==> src/logic/mcab_pkg.sv <==
package mcab_pkg;
    localparam logic [7:0] OFS_REMAP = 8'h00;
    localparam logic [7:0] OFS_STATUS = 8'h04;
    localparam logic [7:0] OFS_ADDR = 8'h08;
    localparam logic [7:0] OFS_IRQ_STAT = 8'h80;
    localparam logic [7:0] OFS_IRQ_EN = 8'h84;
    localparam logic [7:0] OFS_IRQ_CLR = 8'h88;
    localparam logic [7:0] OFS_REMAP_STATE = 8'h8C;

    localparam int BIT_UNDEF = 0;
    localparam int BIT_MIS = 1;
    localparam int SIZE_LSB = 8;
    localparam int TYPE_LSB = 10;
    localparam int BIT_DMA = 16;
    localparam int BIT_CPU = 17;
    localparam int BIT_SV_DMA = 24;
    localparam int BIT_SV_CPU = 25;
    localparam int IRQ_DMA = 0;
    localparam int IRQ_CPU = 1;

    localparam logic [1:0] SZ_BYTE = 2'h0;
    localparam logic [1:0] SZ_HALF = 2'h1;
    localparam logic [1:0] SZ_WORD = 2'h2;
    localparam logic [1:0] TYP_READ = 2'h0;
    localparam logic [1:0] TYP_WRITE = 2'h1;
    localparam logic [1:0] TYP_FETCH = 2'h2;

    localparam logic [3:0] AREA_INTERNAL = 4'h0;
    localparam logic [3:0] AREA_PERIPH = 4'hF;

    localparam logic [1:0] RESP_OKAY = 2'h0;
    localparam logic [1:0] RESP_SLVERR = 2'h2;
    localparam logic [31:0] WORD_RST = 32'h0000_0000;
endpackage

==> src/logic/mcab_misalign.sv <==
module mcab_misalign
    import mcab_pkg::*;
(
    input wire logic [1:0] size,
    input wire logic [1:0] addr_lo,
    input wire logic is_cpu_fetch,
    output logic misaligned
);
    // Prefetch pipeline makes fetch address checks meaningless, so CPU fetches skip it; DMA fetches are still checked
    always_comb
    begin
        misaligned = 1'b0;
        if (!is_cpu_fetch)
        begin
            if (size == SZ_WORD)
                misaligned = (addr_lo != 2'h0);
            else if (size == SZ_HALF)
                misaligned = addr_lo[0];
        end
    end
endmodule // mcab_misalign

==> src/logic/mcab_ctrl.sv <==
module mcab_ctrl
    import mcab_pkg::*;
#(
    parameter int ADDR_W = 8
)
(
    input wire logic clk,
    input wire logic rst,
    input wire logic [ADDR_W-1:0] s_axi_awaddr,
    input wire logic s_axi_awvalid,
    output logic s_axi_awready,
    input wire logic [31:0] s_axi_wdata,
    input wire logic [3:0] s_axi_wstrb,
    input wire logic s_axi_wvalid,
    output logic s_axi_wready,
    output logic [1:0] s_axi_bresp,
    output logic s_axi_bvalid,
    input wire logic s_axi_bready,
    input wire logic [ADDR_W-1:0] s_axi_araddr,
    input wire logic s_axi_arvalid,
    output logic s_axi_arready,
    output logic [31:0] s_axi_rdata,
    output logic [1:0] s_axi_rresp,
    output logic s_axi_rvalid,
    input wire logic s_axi_rready,
    input wire logic acc_valid,
    input wire logic acc_from_cpu,
    input wire logic [31:0] acc_addr,
    input wire logic [1:0] acc_size,
    input wire logic [1:0] acc_type,
    input wire logic acc_int_undef,
    input wire logic first_fc_security,
    input wire logic [1:0] first_fc_general_nonvolatile_bits,
    output logic abort_out,
    output logic remap_active,
    output logic irq,
    output logic flash_security,
    output logic [1:0] flash_general_nonvolatile_bits
);
    if (ADDR_W < 8 || ADDR_W > 32)
    begin : g_bad_width
        $error("mcab_ctrl: ADDR_W must be 8 to 32");
    end

    logic awready_q, wready_q, bvalid_q, arready_q, rvalid_q;
    logic [1:0] bresp_q, rresp_q;
    logic [31:0] rdata_q;
    logic aw_held_q, w_held_q;
    logic [7:0] aw_addr_q;
    logic [31:0] w_data_q;
    logic [3:0] w_strb_q;
    logic aw_hs, w_hs, ar_hs, do_write;
    logic aw_held_d, w_held_d, bvalid_d, rvalid_d;
    logic [7:0] ar_addr;
    logic addr_hi_zero_r;

    logic remap_q;
    logic undef_q, mis_q, dma_q, cpu_q, sv_dma_q, sv_cpu_q;
    logic [1:0] size_q, type_q;
    logic [31:0] abort_addr_q;
    logic [1:0] irq_stat_q, irq_en_q;
    logic abort_q, irq_q, sec_q;
    logic [1:0] general_nonvolatile_bits_q;

    logic misaligned, undef, abort_ev, status_read;
    logic [31:0] status_word;

    assign aw_hs = s_axi_awvalid && awready_q;
    assign w_hs = s_axi_wvalid && wready_q;
    assign ar_hs = s_axi_arvalid && arready_q;
    assign do_write = aw_held_q && w_held_q && !bvalid_q;
    assign aw_held_d = aw_hs || (aw_held_q && !do_write);
    assign w_held_d = w_hs || (w_held_q && !do_write);
    assign bvalid_d = do_write || (bvalid_q && !s_axi_bready);
    assign rvalid_d = ar_hs || (rvalid_q && !s_axi_rready);
    assign ar_addr = s_axi_araddr[7:0];
    if (ADDR_W > 8)
    begin : g_hi
        assign addr_hi_zero_r = (s_axi_araddr[ADDR_W-1:8] == '0);
    end
    else
    begin : g_nohi
        assign addr_hi_zero_r = 1'b1;
    end

    // Write channel: address and data taken in either order, then one response
    always_ff @(posedge clk or posedge rst)
    begin
        if (rst)
        begin
            aw_held_q <= 1'b0;
            w_held_q <= 1'b0;
            awready_q <= 1'b0;
            wready_q <= 1'b0;
            bvalid_q <= 1'b0;
            aw_addr_q <= 8'h00;
            w_data_q <= WORD_RST;
            w_strb_q <= 4'h0;
        end
        else
        begin
            aw_held_q <= aw_held_d;
            w_held_q <= w_held_d;
            awready_q <= !aw_held_d;
            wready_q <= !w_held_d;
            bvalid_q <= bvalid_d;
            if (aw_hs)
                aw_addr_q <= s_axi_awaddr[7:0];
            if (w_hs)
            begin
                w_data_q <= s_axi_wdata;
                w_strb_q <= s_axi_wstrb;
            end
        end
    end

    // Upper address bits beyond 8 are dropped on write capture; decode covers 8 bits
    always_ff @(posedge clk or posedge rst)
    begin
        if (rst)
            bresp_q <= RESP_OKAY;
        else if (do_write)
        begin
            case (aw_addr_q)
                OFS_REMAP, OFS_STATUS, OFS_ADDR, OFS_IRQ_STAT, OFS_IRQ_EN,
                OFS_IRQ_CLR, OFS_REMAP_STATE: bresp_q <= RESP_OKAY;
                default: bresp_q <= RESP_SLVERR;
            endcase
        end
    end

    assign status_word = {6'h00, sv_cpu_q, sv_dma_q, 6'h00, cpu_q, dma_q,
                          4'h0, type_q, size_q, 6'h00, mis_q, undef_q};
    assign status_read = ar_hs && addr_hi_zero_r && (ar_addr == OFS_STATUS);

    // Read channel; the returned status is the value before the read clears it
    always_ff @(posedge clk or posedge rst)
    begin
        if (rst)
        begin
            arready_q <= 1'b0;
            rvalid_q <= 1'b0;
            rdata_q <= WORD_RST;
            rresp_q <= RESP_OKAY;
        end
        else
        begin
            arready_q <= !rvalid_d;
            rvalid_q <= rvalid_d;
            if (ar_hs)
            begin
                rresp_q <= RESP_OKAY;
                rdata_q <= WORD_RST;
                if (!addr_hi_zero_r)
                    rresp_q <= RESP_SLVERR;
                else
                begin
                    case (ar_addr)
                        OFS_REMAP, OFS_IRQ_CLR: rdata_q <= WORD_RST;
                        OFS_STATUS: rdata_q <= status_word;
                        OFS_ADDR: rdata_q <= abort_addr_q;
                        OFS_IRQ_STAT: rdata_q <= {30'h0, irq_stat_q};
                        OFS_IRQ_EN: rdata_q <= {30'h0, irq_en_q};
                        OFS_REMAP_STATE: rdata_q <= {31'h0, remap_q};
                        default: rresp_q <= RESP_SLVERR;
                    endcase
                end
            end
        end
    end

    // Remap toggles on every write of one with the lane 0 strobe set; reset leaves original mapping
    always_ff @(posedge clk or posedge rst)
    begin
        if (rst)
            remap_q <= 1'b0;
        else if (do_write && aw_addr_q == OFS_REMAP && w_strb_q[0] && w_data_q[0])
            remap_q <= !remap_q;
    end

    mcab_misalign u_misalign (
        .size(acc_size),
        .addr_lo(acc_addr[1:0]),
        .is_cpu_fetch(acc_from_cpu && acc_type == TYP_FETCH),
        .misaligned(misaligned)
    );

    assign undef = acc_int_undef ||
                   (acc_addr[31:28] != AREA_INTERNAL && acc_addr[31:28] != AREA_PERIPH);
    assign abort_ev = acc_valid && (undef || misaligned);

    // All fields captured from the same failing access
    always_ff @(posedge clk or posedge rst)
    begin
        if (rst)
        begin
            undef_q <= 1'b0;
            mis_q <= 1'b0;
            size_q <= SZ_BYTE;
            type_q <= TYP_READ;
            dma_q <= 1'b0;
            cpu_q <= 1'b0;
            abort_addr_q <= WORD_RST;
        end
        else if (abort_ev)
        begin
            undef_q <= undef;
            mis_q <= misaligned;
            size_q <= acc_size;
            type_q <= acc_type;
            dma_q <= !acc_from_cpu;
            cpu_q <= acc_from_cpu;
            abort_addr_q <= acc_addr;
        end
    end

    // History bits: a new abort in the reading cycle survives the clear
    always_ff @(posedge clk or posedge rst)
    begin
        if (rst)
        begin
            sv_dma_q <= 1'b0;
            sv_cpu_q <= 1'b0;
        end
        else
        begin
            if (abort_ev && !acc_from_cpu)
                sv_dma_q <= 1'b1;
            else if (status_read)
                sv_dma_q <= 1'b0;
            if (abort_ev && acc_from_cpu)
                sv_cpu_q <= 1'b1;
            else if (status_read)
                sv_cpu_q <= 1'b0;
        end
    end

    // Broadcast regardless of source; the DMA master simply ignores it
    always_ff @(posedge clk or posedge rst)
    begin
        if (rst)
            abort_q <= 1'b0;
        else
            abort_q <= abort_ev;
    end

    always_ff @(posedge clk or posedge rst)
    begin
        if (rst)
        begin
            irq_stat_q <= 2'h0;
            irq_en_q <= 2'h0;
            irq_q <= 1'b0;
        end
        else
        begin
            for (int i = 0; i < 2; i++)
            begin
                if (abort_ev && (i == IRQ_CPU) == acc_from_cpu)
                    irq_stat_q[i] <= 1'b1;
                else if (do_write && aw_addr_q == OFS_IRQ_CLR && w_strb_q[0] && w_data_q[i])
                    irq_stat_q[i] <= 1'b0;
            end
            if (do_write && aw_addr_q == OFS_IRQ_EN && w_strb_q[0])
                irq_en_q <= w_data_q[1:0];
            irq_q <= |(irq_stat_q & irq_en_q);
        end
    end

    // Second flash controller carries no such bits; the first one's apply to both
    always_ff @(posedge clk or posedge rst)
    begin
        if (rst)
        begin
            sec_q <= 1'b0;
            general_nonvolatile_bits_q <= 2'h0;
        end
        else
        begin
            sec_q <= first_fc_security;
            general_nonvolatile_bits_q <= first_fc_general_nonvolatile_bits;
        end
    end

    assign s_axi_awready = awready_q;
    assign s_axi_wready = wready_q;
    assign s_axi_bvalid = bvalid_q;
    assign s_axi_bresp = bresp_q;
    assign s_axi_arready = arready_q;
    assign s_axi_rvalid = rvalid_q;
    assign s_axi_rdata = rdata_q;
    assign s_axi_rresp = rresp_q;
    assign abort_out = abort_q;
    assign remap_active = remap_q;
    assign irq = irq_q;
    assign flash_security = sec_q;
    assign flash_general_nonvolatile_bits = general_nonvolatile_bits_q;

    a_remap_toggle: assert property (@(posedge clk) disable iff (rst)
        (do_write && aw_addr_q == OFS_REMAP && w_strb_q[0] && w_data_q[0])
        |=> remap_q != $past(remap_q)) else $error("remap did not toggle");
    a_remap_zero: assert property (@(posedge clk) disable iff (rst)
        (do_write && aw_addr_q == OFS_REMAP && !w_data_q[0]) |=> $stable(remap_q))
        else $error("remap changed on zero write");
    a_cause_flags: assert property (@(posedge clk) disable iff (rst)
        abort_ev |=> undef_q == $past(undef) && mis_q == $past(misaligned))
        else $error("abort cause flags wrong");
    a_size_type: assert property (@(posedge clk) disable iff (rst)
        abort_ev |=> size_q == $past(acc_size) && type_q == $past(acc_type)
        && abort_addr_q == $past(acc_addr)) else $error("abort fields not captured");
    a_source_bits: assert property (@(posedge clk) disable iff (rst)
        abort_ev |=> cpu_q == $past(acc_from_cpu) && dma_q != cpu_q)
        else $error("abort source bits wrong");
    a_saved_hold: assert property (@(posedge clk) disable iff (rst)
        !status_read ##1 1'b1 |-> (!$fell(sv_dma_q) && !$fell(sv_cpu_q)))
        else $error("saved bit lost without read");
    a_saved_clear: assert property (@(posedge clk) disable iff (rst)
        (status_read && !abort_ev) |=> !sv_dma_q && !sv_cpu_q)
        else $error("saved bits not cleared by read");
    a_addr_read: assert property (@(posedge clk) disable iff (rst)
        (ar_hs && ar_addr == OFS_ADDR && addr_hi_zero_r) |=> rdata_q == $past(abort_addr_q))
        else $error("abort address read wrong");
    a_abort_out: assert property (@(posedge clk) disable iff (rst)
        1'b1 |=> abort_q == $past(abort_ev)) else $error("abort output mismatch");
    a_fetch_exempt: assert property (@(posedge clk) disable iff (rst)
        (acc_valid && acc_from_cpu && acc_type == TYP_FETCH && !undef) |=> !abort_q)
        else $error("cpu fetch aborted for alignment");
    a_flash_shared: assert property (@(posedge clk) disable iff (rst)
        1'b1 |=> sec_q == $past(first_fc_security) && general_nonvolatile_bits_q == $past(first_fc_general_nonvolatile_bits))
        else $error("flash shared bits not following first controller");
endmodule // mcab_ctrl

==> config.mk <==
export PLATFORM = sky130hd
export DESIGN_NAME = mcab_ctrl
export DESIGN_NICKNAME = d
export VERILOG_FILES = /design/src/logic/mcab_pkg.sv /design/src/logic/mcab_misalign.sv /design/src/logic/mcab_ctrl.sv
export SDC_FILE = /design/constraint.sdc
export NUM_CORES = 1
export LEC_CHECK = 0
export BUFFER_PORTS_ARGS = -buffer_cell sky130_fd_sc_hd__buf_2
export CAP_MARGIN = 40
export CORE_UTILIZATION = 45
export CTS_CLUSTER_SIZE = 12
export DETAILED_ROUTE_END_ITERATION = 10
export GPL_ROUTABILITY_DRIVEN = 0
export PLACE_DENSITY_LB_ADDON = 0.3
export SETUP_SLACK_MARGIN = 0.5
export SYNTH_ARGS = -nofsm -noshare
export SYNTH_HDL_FRONTEND = slang
export SYNTH_HIERARCHICAL = 1
export SYNTH_SLANG_ARGS = --single-unit
export TNS_END_PERCENT = 5
==> constraint.sdc <==
create_clock -name clk -period 3.1 [get_ports clk]
set_input_delay 0.31 -clock clk [delete_from_list [all_inputs] [get_ports clk]]
set_output_delay 0.31 -clock clk [all_outputs]
set_load 0.05 [all_outputs]
==> results of run 1 <==
## cell usage after synthesis (3+ instances only)
| cell | number |
|---|---|
| dfrtp_1 | 104 |
| a22o_1 | 28 |
| mux2_4 | 26 |
| nand2_1 | 26 |
| mux2_2 | 25 |
| o21ai_0 | 15 |
| inv_1 | 10 |
| a22oi_1 | 8 |
| clkbuf_1 | 5 |
| nand4_1 | 4 |
| nor2_1 | 4 |
| nor2b_1 | 4 |
| nor3_1 | 4 |
| buf_6 | 3 |
| mux2i_1 | 3 |
| nand3_1 | 3 |
## through the flow
stage / util / total power [mW] / instance area (um2) / cells
after floorplan: - / 2.14 / 4210 / 301
after global placement: 0.550 / 2.29 / 4890 / 515
after detailed placement: 0.552 / 2.32 / 4910 / 516
after CTS: 0.572 / 3.08 / 5090 / 532
after global routing: 0.572 / 3.20 / 5090 / 532
final: 0.572 / 3.04 / 5090 / 532
## worst max-delay path, cell delays in order, from the launching register on
cell and delay (ps):
dfrtp_1 380, or4_1 580, nor4_2 460, nand4b_1 230
mux2_2 310
## sequential cells by signal, indices dropped and copies added, names as in the netlist, 2 cells and up
register,flops
abort_addr_q,32
aw_addr_q,8
flash_general_nonvolatile_bits,2
irq_en_q,2
irq_stat_q,2
s_axi_rdata,32
size_q,2
type_q,2
w_data_q,2
## layout make-up
class                      count  share of cell area
sequential                   104               0.511
timing repair buffer         120               0.127
clock buffer                  11              0.0278
clock inverter                 4             0.00615
multi-input combinational    174               0.292
inverter                      11             0.00934
tap                          108              0.0265
## per-layer routing
metal,part of all wire,track usage
met1,0.43,0.249
met2,0.48,0.321
met3,0.073,0.0702
met4,0.012,0.0574
met5,0,0
## where the power goes
group | internal (mW) | switching, mW
clock network | 0.312 | 0.443
registers | 1.54 | 0.123
logic | 0.264 | 0.360
## how the worst min path moves through the flow
| stage | startpoint | endpoint | slack (ps) | cells past startpoint |
|---|---|---|---|---|
| 2_1_floorplan | first_fc_general_nonvolatile_bits[0] | flash_general_nonvolatile_bits[0] | 340 | 0 |
| 3_3_place_gp | first_fc_general_nonvolatile_bits[0] | flash_general_nonvolatile_bits[0] | 420 | 1 |
| 3_5_place_dp | rst | flash_general_nonvolatile_bits[0] | 330 | 2 |
| 4_1_cts | first_fc_security | flash_security | 30 | 1 |
| 5_1_grt | first_fc_general_nonvolatile_bits[1] | flash_general_nonvolatile_bits[1] | 30 | 1 |
| 6_report | first_fc_security | flash_security | 50 | 1 |
## cell families after synthesis
logic type             count (synthesis)  share of synthesized area
other                                  1                   0.000892
AND/OR/NAND/NOR                       56                     0.0717
flip-flops                           104                      0.619
buffers and inverters                 23                     0.0289
AO/OA/AOI/OAI                         60                      0.108
multiplexers                          54                      0.167
XOR/XNOR                               2                    0.00417
## what timing repair did
item                                    CTS  global route
endpoints found under the setup margin    0             0
hold buffers                              1             0
endpoints found under the hold margin    12             0
==> flow_summary.toml, run 1 <==
[outcome]
status = "finished, final reports clean"

[critical_path]
cp-start-kind = "flip-flop"
cp.required_ps = 3340
critical_path.startpoint = "aw_addr_q[1]"
r2r_end = "irq_en_q[0]"
rrSetupSlack_ps = 1030
end_kind = "flip-flop"
r2r_cells = 4
endpoint = "irq_en_q[0]"
crit_type = "reg -> reg"
critPathMaxFanout = 4
cp_data_arrival_time_ps = 2310
worstReg2RegStart = "aw_addr_q[1]"

[routing]
drt_pass1_iterations = 4
drc = 0
drt-total-wl_um = 8730
antenna_left = 0
viasPerCell = 5.22
vias = 2779
first_iter_violations = 81
avgRoutedWirePerCell_um = 16.4

[worst_hold_path]
hp-class = "in -> reg"

[yosys]
synth_top_area_share = 0.619
yosys_most_used_dff = "dfrtp_1"
synth_edf_count = 0
ys_seq_area_frac = 0.619
synth_cells = 300
synth_seq_cells = 104
synth_area_leaders = "dfrtp_1 (62%), mux2_4 (9.3%), mux2_2 (6.7%)"
synth_top_area_cell = "dfrtp_1"
synthDistinctLibCells = 38
netlist_area_mm2 = 0.00420
yosys_warnings = 6
synthArstFlopShare = 1.00
syn_avg_cell_area_um2 = 14.0

[clocking]
htree_num_levels = 3
clkLatencyLatePin_ps = 350
root_buffer = "clkbuf_8"
tritoncts = "done"
cts_buffer_depth = 2
cts.sinks = 104
post_cts_buffers = 0
ctsResizeCount = 0
cts_buffers = 9
path_clk_slew_ps = 100

[global_routing]
grt_antenna_before_repair = 0
grt_overflow = 0
grt_max_degree = 42
grt_usage = 0.197
grt_pass1_vias = 2952
grt_pass1_wl_um = 14800

[sta]
rsz0062_at_grt = "false"
hold_slack_ps = 53.4
setup_tns_ps = 0
setup_violations = 0
slew_headroom = 0.581
clock.fmax_mhz = 483
drv_slew = 0
finalCritPeriodShare = 0.668
min_period_ps = 2070
tightest_slew_ps = 628
timing.final.ws_setup_ps = 1030
fin_skew_ps = 6.03
hold_viol = 0

[cells_and_area]
final_cell_mix = "buf_2 (112), dfrtp_1 (104), a22o_1 (28), nand2_1 (26), mux2_4 (26)"
final-seq-area_mm2 = 0.00260
area_growth_pct = 21.1
fin_nets = 521
nFillCells = 763
multiInputGateArea_mm2 = 0.00148
antenna_cells = 0
mostFrequentLayoutCell = "buf_2"
layout-drive-gt1-share = 0.448

[floorplanning]
fp.dieW_um = 98.7
row_count = 34
die-area_mm2 = 0.00973
die_height_um = 98.7
pin_count = 148
core_mm2 = 0.00889
floorplan.initialDensity = 0.473

[job]
max_cap_viol_count = 0

[placement]
dp_hpwl_um = 6160
port_buffers = 112
dp_slack_ps = 712

[power]
vdd_drop_max_uv = 540
power_density_mw_per_mm2 = 598
cellLeakagePower_nw = 2.53
Note: power is estimated with default switching activity, not from simulation.
==> run 2: changes to the inputs <==
==> constraint.sdc (replaced) <==
create_clock -name clk -period 1.8 [get_ports clk]
set_input_delay 0.18 -clock clk [delete_from_list [all_inputs] [get_ports clk]]
set_output_delay 0.18 -clock clk [all_outputs]
set_load 0.05 [all_outputs]
==> run 2 against run 1 <==
  * The flow now finishes with violations (negative setup slack)
  * Total power grew 79%
  * Cell count grew 2.6%
  * Maximum frequency grew 14%
  * First-iteration DRC count grew 4.9%
  * Largest cell class unchanged
  * Via count grew 2.2%
  * Core utilization grew 3.2 points
  * Design area grew 5.5%
  * Sequential cell count is the same
  * Critical path depth is the same
  * Die area is the same
  * Critical endpoint is now irq_en_q[1]
  * Combinational power grew 84%
==> flow_summary.toml, run 2 (synthesized netlist as in run 1, its figures left out) <==
[outcome]
status = "finished, violations left"
violations = "negative setup slack"

[floorplanning]
fp.dieW_um = 98.7
die_height_um = 98.7
floorplan.initialDensity = 0.473
pin_count = 148
core_mm2 = 0.00889
row_count = 34
die-area_mm2 = 0.00973

[critical_path]
cp.required_ps = 2040
cp_top_family = "simple AND/OR/NAND/NOR gates"
cp-start-kind = "flip-flop"
critPathMaxFanout = 2
end_kind = "flip-flop"
worstReg2RegStart = "aw_addr_q[1]"
crit_path_top_delay_cell = "or4_4"
critical_path.startpoint = "aw_addr_q[1]"
worstPathCellList = "or4_4, nor4_4, nand4b_1, mux2_2"
worst-path-buf-inv = 0
cp_data_arrival_time_ps = 2050
crit_type = "reg -> reg"
cpPeakStageDelay_ps = 570

[sta]
setup_violations = 1
clock.fmax_mhz = 553
hold_viol = 0
timing.final.ws_setup_ps = -8.47
setup_tns_ps = -8.47
fin_skew_ps = 7.76
rsz0062_at_grt = "true"
min_period_ps = 1810
finalCritPeriodShare = 1.00
drv_slew = 0

[job]
max_cap_viol_count = 0

[placement]
dp_hpwl_um = 6020
dp_slack_ps = -116
port_buffers = 112
dpl.cell_count = 525

[clocking]
cts.sinks = 104
clkLatencyLatePin_ps = 360
htree_num_levels = 3
cts_buffers = 9
cts_buffer_depth = 2
tritoncts = "done"
root_buffer = "clkbuf_8"
post_cts_buffers = 0
path_clk_slew_ps = 100

[power]
power_density_mw_per_mm2 = 1020
vdd_drop_max_uv = 668
cellLeakagePower_nw = 2.68

[global_routing]
grt_max_degree = 72
grt_pass1_vias = 2906
grt_usage = 0.196
grt_antenna_before_repair = 0
grt_overflow = 0
grt_pass1_wl_um = 14800

[cells_and_area]
fin_nets = 534
mostFrequentLayoutCell = "buf_2"
antenna_cells = 0
final_cells = 546
layout-drive-gt1-share = 0.479
area_growth_pct = 27.8
final_cell_mix = "buf_2 (108), dfrtp_1 (103), mux2_4 (33), a22o_1 (28), nand2_1 (25)"

[routing]
viasPerCell = 5.20
vias = 2841
drt_pass1_iterations = 4
drc = 0
antenna_left = 0
drt-total-wl_um = 8770
avgRoutedWirePerCell_um = 16.1
first_iter_violations = 85

[worst_hold_path]
hp-class = "in -> reg"
hold_start = "s_axi_rready"
[run 2: final timing paths]
kind	end	slack, ps	cells after the start
setup / recovery	irq_en_q[1]	-8	4
hold / removal	s_axi_rvalid	20	2
setup reg to reg	irq_en_q[1]	-8	4
hold reg to reg	s_axi_rdata[9]	480	2
max in group asynchronous	abort_addr_q[9]	980	4
min in group asynchronous	s_axi_rdata[21]	480	4
[run 2: what timing repair did]
item / CTS / global route
hold endpoints to repair: 108 / 0
resized for setup: 20 / 16
pin swaps: 8 / 15
setup endpoints to repair: 70 / 77
hold buffers: 5 / 0
cloned: 0 / 0
[run 2: cell type report]
type                    count  area (um2)
repair buffers            133         822
clock buffers              11         151
multi-input cells         174        1560
fillers                   737        3520
clock inverters             5        47.5
flip-flops and latches    104        2600
inverters                  11        47.5
well taps                 108         135
[run 2: where the power goes]
group	internal [mW]	switching, mW	total (mW)
Sequential	2.66	0.222	2.88
Combinational	0.509	0.645	1.15
Clock	0.606	0.821	1.43
[run 2: through the flow]
stage               utilization  power [mW]  hold WS (ps)  cell area [um2]
floorplan                     -        3.68           211             4210
global placement          0.562        3.97           288             5000
detailed placement        0.562        4.02           291             5000
CTS                       0.599        5.52          1.86             5320
global route              0.604        5.75          13.4             5370
finish                    0.604        5.46          23.0             5370
[run 2: per-layer routing]
metal	global-route usage	vias to the layer above	share of wire	routed length, um
met2	0.309	87	0.48	4250
met1	0.265	1404	0.44	3890
met5	0	-	0	0
li1	-	1343	-	-
met3	0.0560	7	0.062	545
met4	0.0586	0	0.0089	78
==> run 3: changes to the inputs <==
--- a/config.mk
+++ b/config.mk
@@ -11,7 +11,7 @@
 export CTS_CLUSTER_SIZE = 12
 export DETAILED_ROUTE_END_ITERATION = 10
 export GPL_ROUTABILITY_DRIVEN = 0
-export PLACE_DENSITY_LB_ADDON = 0.3
+export PLACE_DENSITY = 0.8
 export SETUP_SLACK_MARGIN = 0.5
 export SYNTH_ARGS = -nofsm -noshare
 export SYNTH_HDL_FRONTEND = slang
==> run 3 against run 2 <==
  * The run now ends clean
  * Hold slack better by 5.6 ps
  * Sequential share of layout area down 0.34 points
  * Design area rose by 0.65%
  * Register-to-register slack better by 20 ps
  * Largest power group unchanged
  * Via count up 2.9%
  * Combinational power is 3% higher
  * Clock power grew 8%
  * Die area unchanged
  * Non-clock buffer count shrank 1
  * Clock-buffer cell count decreased by 1
==> flow_summary.toml, run 3 (synthesized netlist as in run 1, its figures left out) <==
[outcome]
status = "finished, final reports clean"

[clocking]
cts_buffer_depth = 2
cts.sinks = 104
path_clk_slew_ps = 110
htree_num_levels = 3
root_buffer = "clkbuf_8"
tritoncts = "done"
clkLatencyLatePin_ps = 360
post_cts_buffers = 0
cts_buffers = 9

[routing]
drt-total-wl_um = 9330
viasPerCell = 5.37
antenna_left = 0
first_iter_violations = 77
avgRoutedWirePerCell_um = 17.1
drc = 0
vias = 2924
drt_pass1_iterations = 4

[sta]
finalCritPeriodShare = 0.992
rsz0062_at_grt = "true"
tightest_slew_ps = 608
slew_headroom = 0.595
drv_slew = 0
setup_tns_ps = 0
clock.fmax_mhz = 560
setup_violations = 0
hold_viol = 0
fin_skew_ps = 11.7
min_period_ps = 1790

[critical_path]
cp-start-kind = "flip-flop"
cp_data_arrival_time_ps = 2030
critPathMaxFanout = 2
worstPathCellList = "or4_4, nor4_4, nand4b_1, mux2_2"
r2r_cells = 4
end_kind = "flip-flop"
cp.required_ps = 2050
worstReg2RegStart = "aw_addr_q[1]"
r2r_end = "irq_en_q[0]"
rrSetupSlack_ps = 10
crit_path_top_delay_cell = "or4_4"
crit_type = "reg -> reg"
cpPeakStageDelay_ps = 560

[global_routing]
grt_pass1_vias = 3062
grt_max_degree = 56
grt_usage = 0.204
grt_pass1_wl_um = 15300
grt_overflow = 0
grt_antenna_before_repair = 0

[cells_and_area]
fin_nets = 533
antenna_cells = 0
mostFrequentLayoutCell = "buf_2"
final_cell_mix = "buf_2 (108), dfrtp_1 (104), mux2_4 (38), a22o_1 (28), nand2_1 (25)"
layout-drive-gt1-share = 0.483
design_area_mm2 = 0.00541
area_growth_pct = 28.6
utilization = 0.608

[worst_hold_path]
hold_start = "s_axi_bready"
hold_depth = 2
hp-class = "in -> reg"
holdPathEnd = "s_axi_bvalid"

[floorplanning]
die-area_mm2 = 0.00973
die_height_um = 98.7
row_count = 34
floorplan.initialDensity = 0.473
fp.dieW_um = 98.7
core_mm2 = 0.00889
pin_count = 148

[placement]
dp_hpwl_um = 6320
dpl_cell_area_mm2 = 0.00500
port_buffers = 112

[power]
power_density_mw_per_mm2 = 1040
vdd_drop_max_uv = 1140
cellLeakagePower_nw = 2.72

[job]
max_cap_viol_count = 0
[run 3: layout make-up]
class / count / area, um2
flip-flops and latches: 104 / 2600
clock buffers: 10 / 138
inverters: 11 / 47.5
clock inverters: 6 / 73.8
multi-input cells: 174 / 1600
repair buffers: 132 / 812
fillers: 694 / 3480
well taps: 108 / 135
[run 3: worst max path at each step]
stage / startpoint / endpoint / slack [ps] / cells past startpoint
detailed placement: acc_addr[28] / abort_addr_q[26] / -100 / 7
floorplan: acc_addr[28] / abort_addr_q[10] / -4 / 6
finish: aw_addr_q[1] / irq_en_q[0] / 10 / 4
global route: aw_addr_q[1] / irq_en_q[0] / -100 / 4
CTS: aw_addr_q[1] / irq_en_q[0] / -4 / 4
global placement: acc_addr[28] / abort_addr_q[27] / -90 / 7
[run 3: layer usage]
metal	global-route usage	share of wire	up-vias
li1	-	-	1347
met1	0.261	0.43	1447
met2	0.347	0.50	114
met3	0.0461	0.055	16
met4	0.0643	0.019	0
met5	0	0	-
[run 3: worst max-delay path: cells and delay by family (launching register included)]
kind	cells	cell delay (ps)
and+or+nand+nor	3	980
DFF	1	390
muxes	1	300
[run 3: what timing repair did]
action	in CTS	in global routing
endpoints found under the setup margin	78	78
endpoints found under the hold margin	58	0
hold buffers	4	0
pin swaps	9	33
resized for setup	26	11
[run 3: through the flow]
stage                     setup WS (ps)  hold WS, ps  std cells  power (mW)
after global placement            -89.4          280        525        3.97
after CTS                         -4.22         2.67        545        5.64
after global routing              -95.9         3.83        545        5.89
final                              13.7         28.6        545        5.62
after detailed placement           -103          290        525        4.03
after floorplan                   -3.55          211        301        3.68
[run 3: power by group]
part	internal (mW)	total, mW	switching [mW]
logic	0.523	1.19	0.662
registers	2.66	2.89	0.235
clock network	0.702	1.54	0.842
total	3.88	5.62	1.74
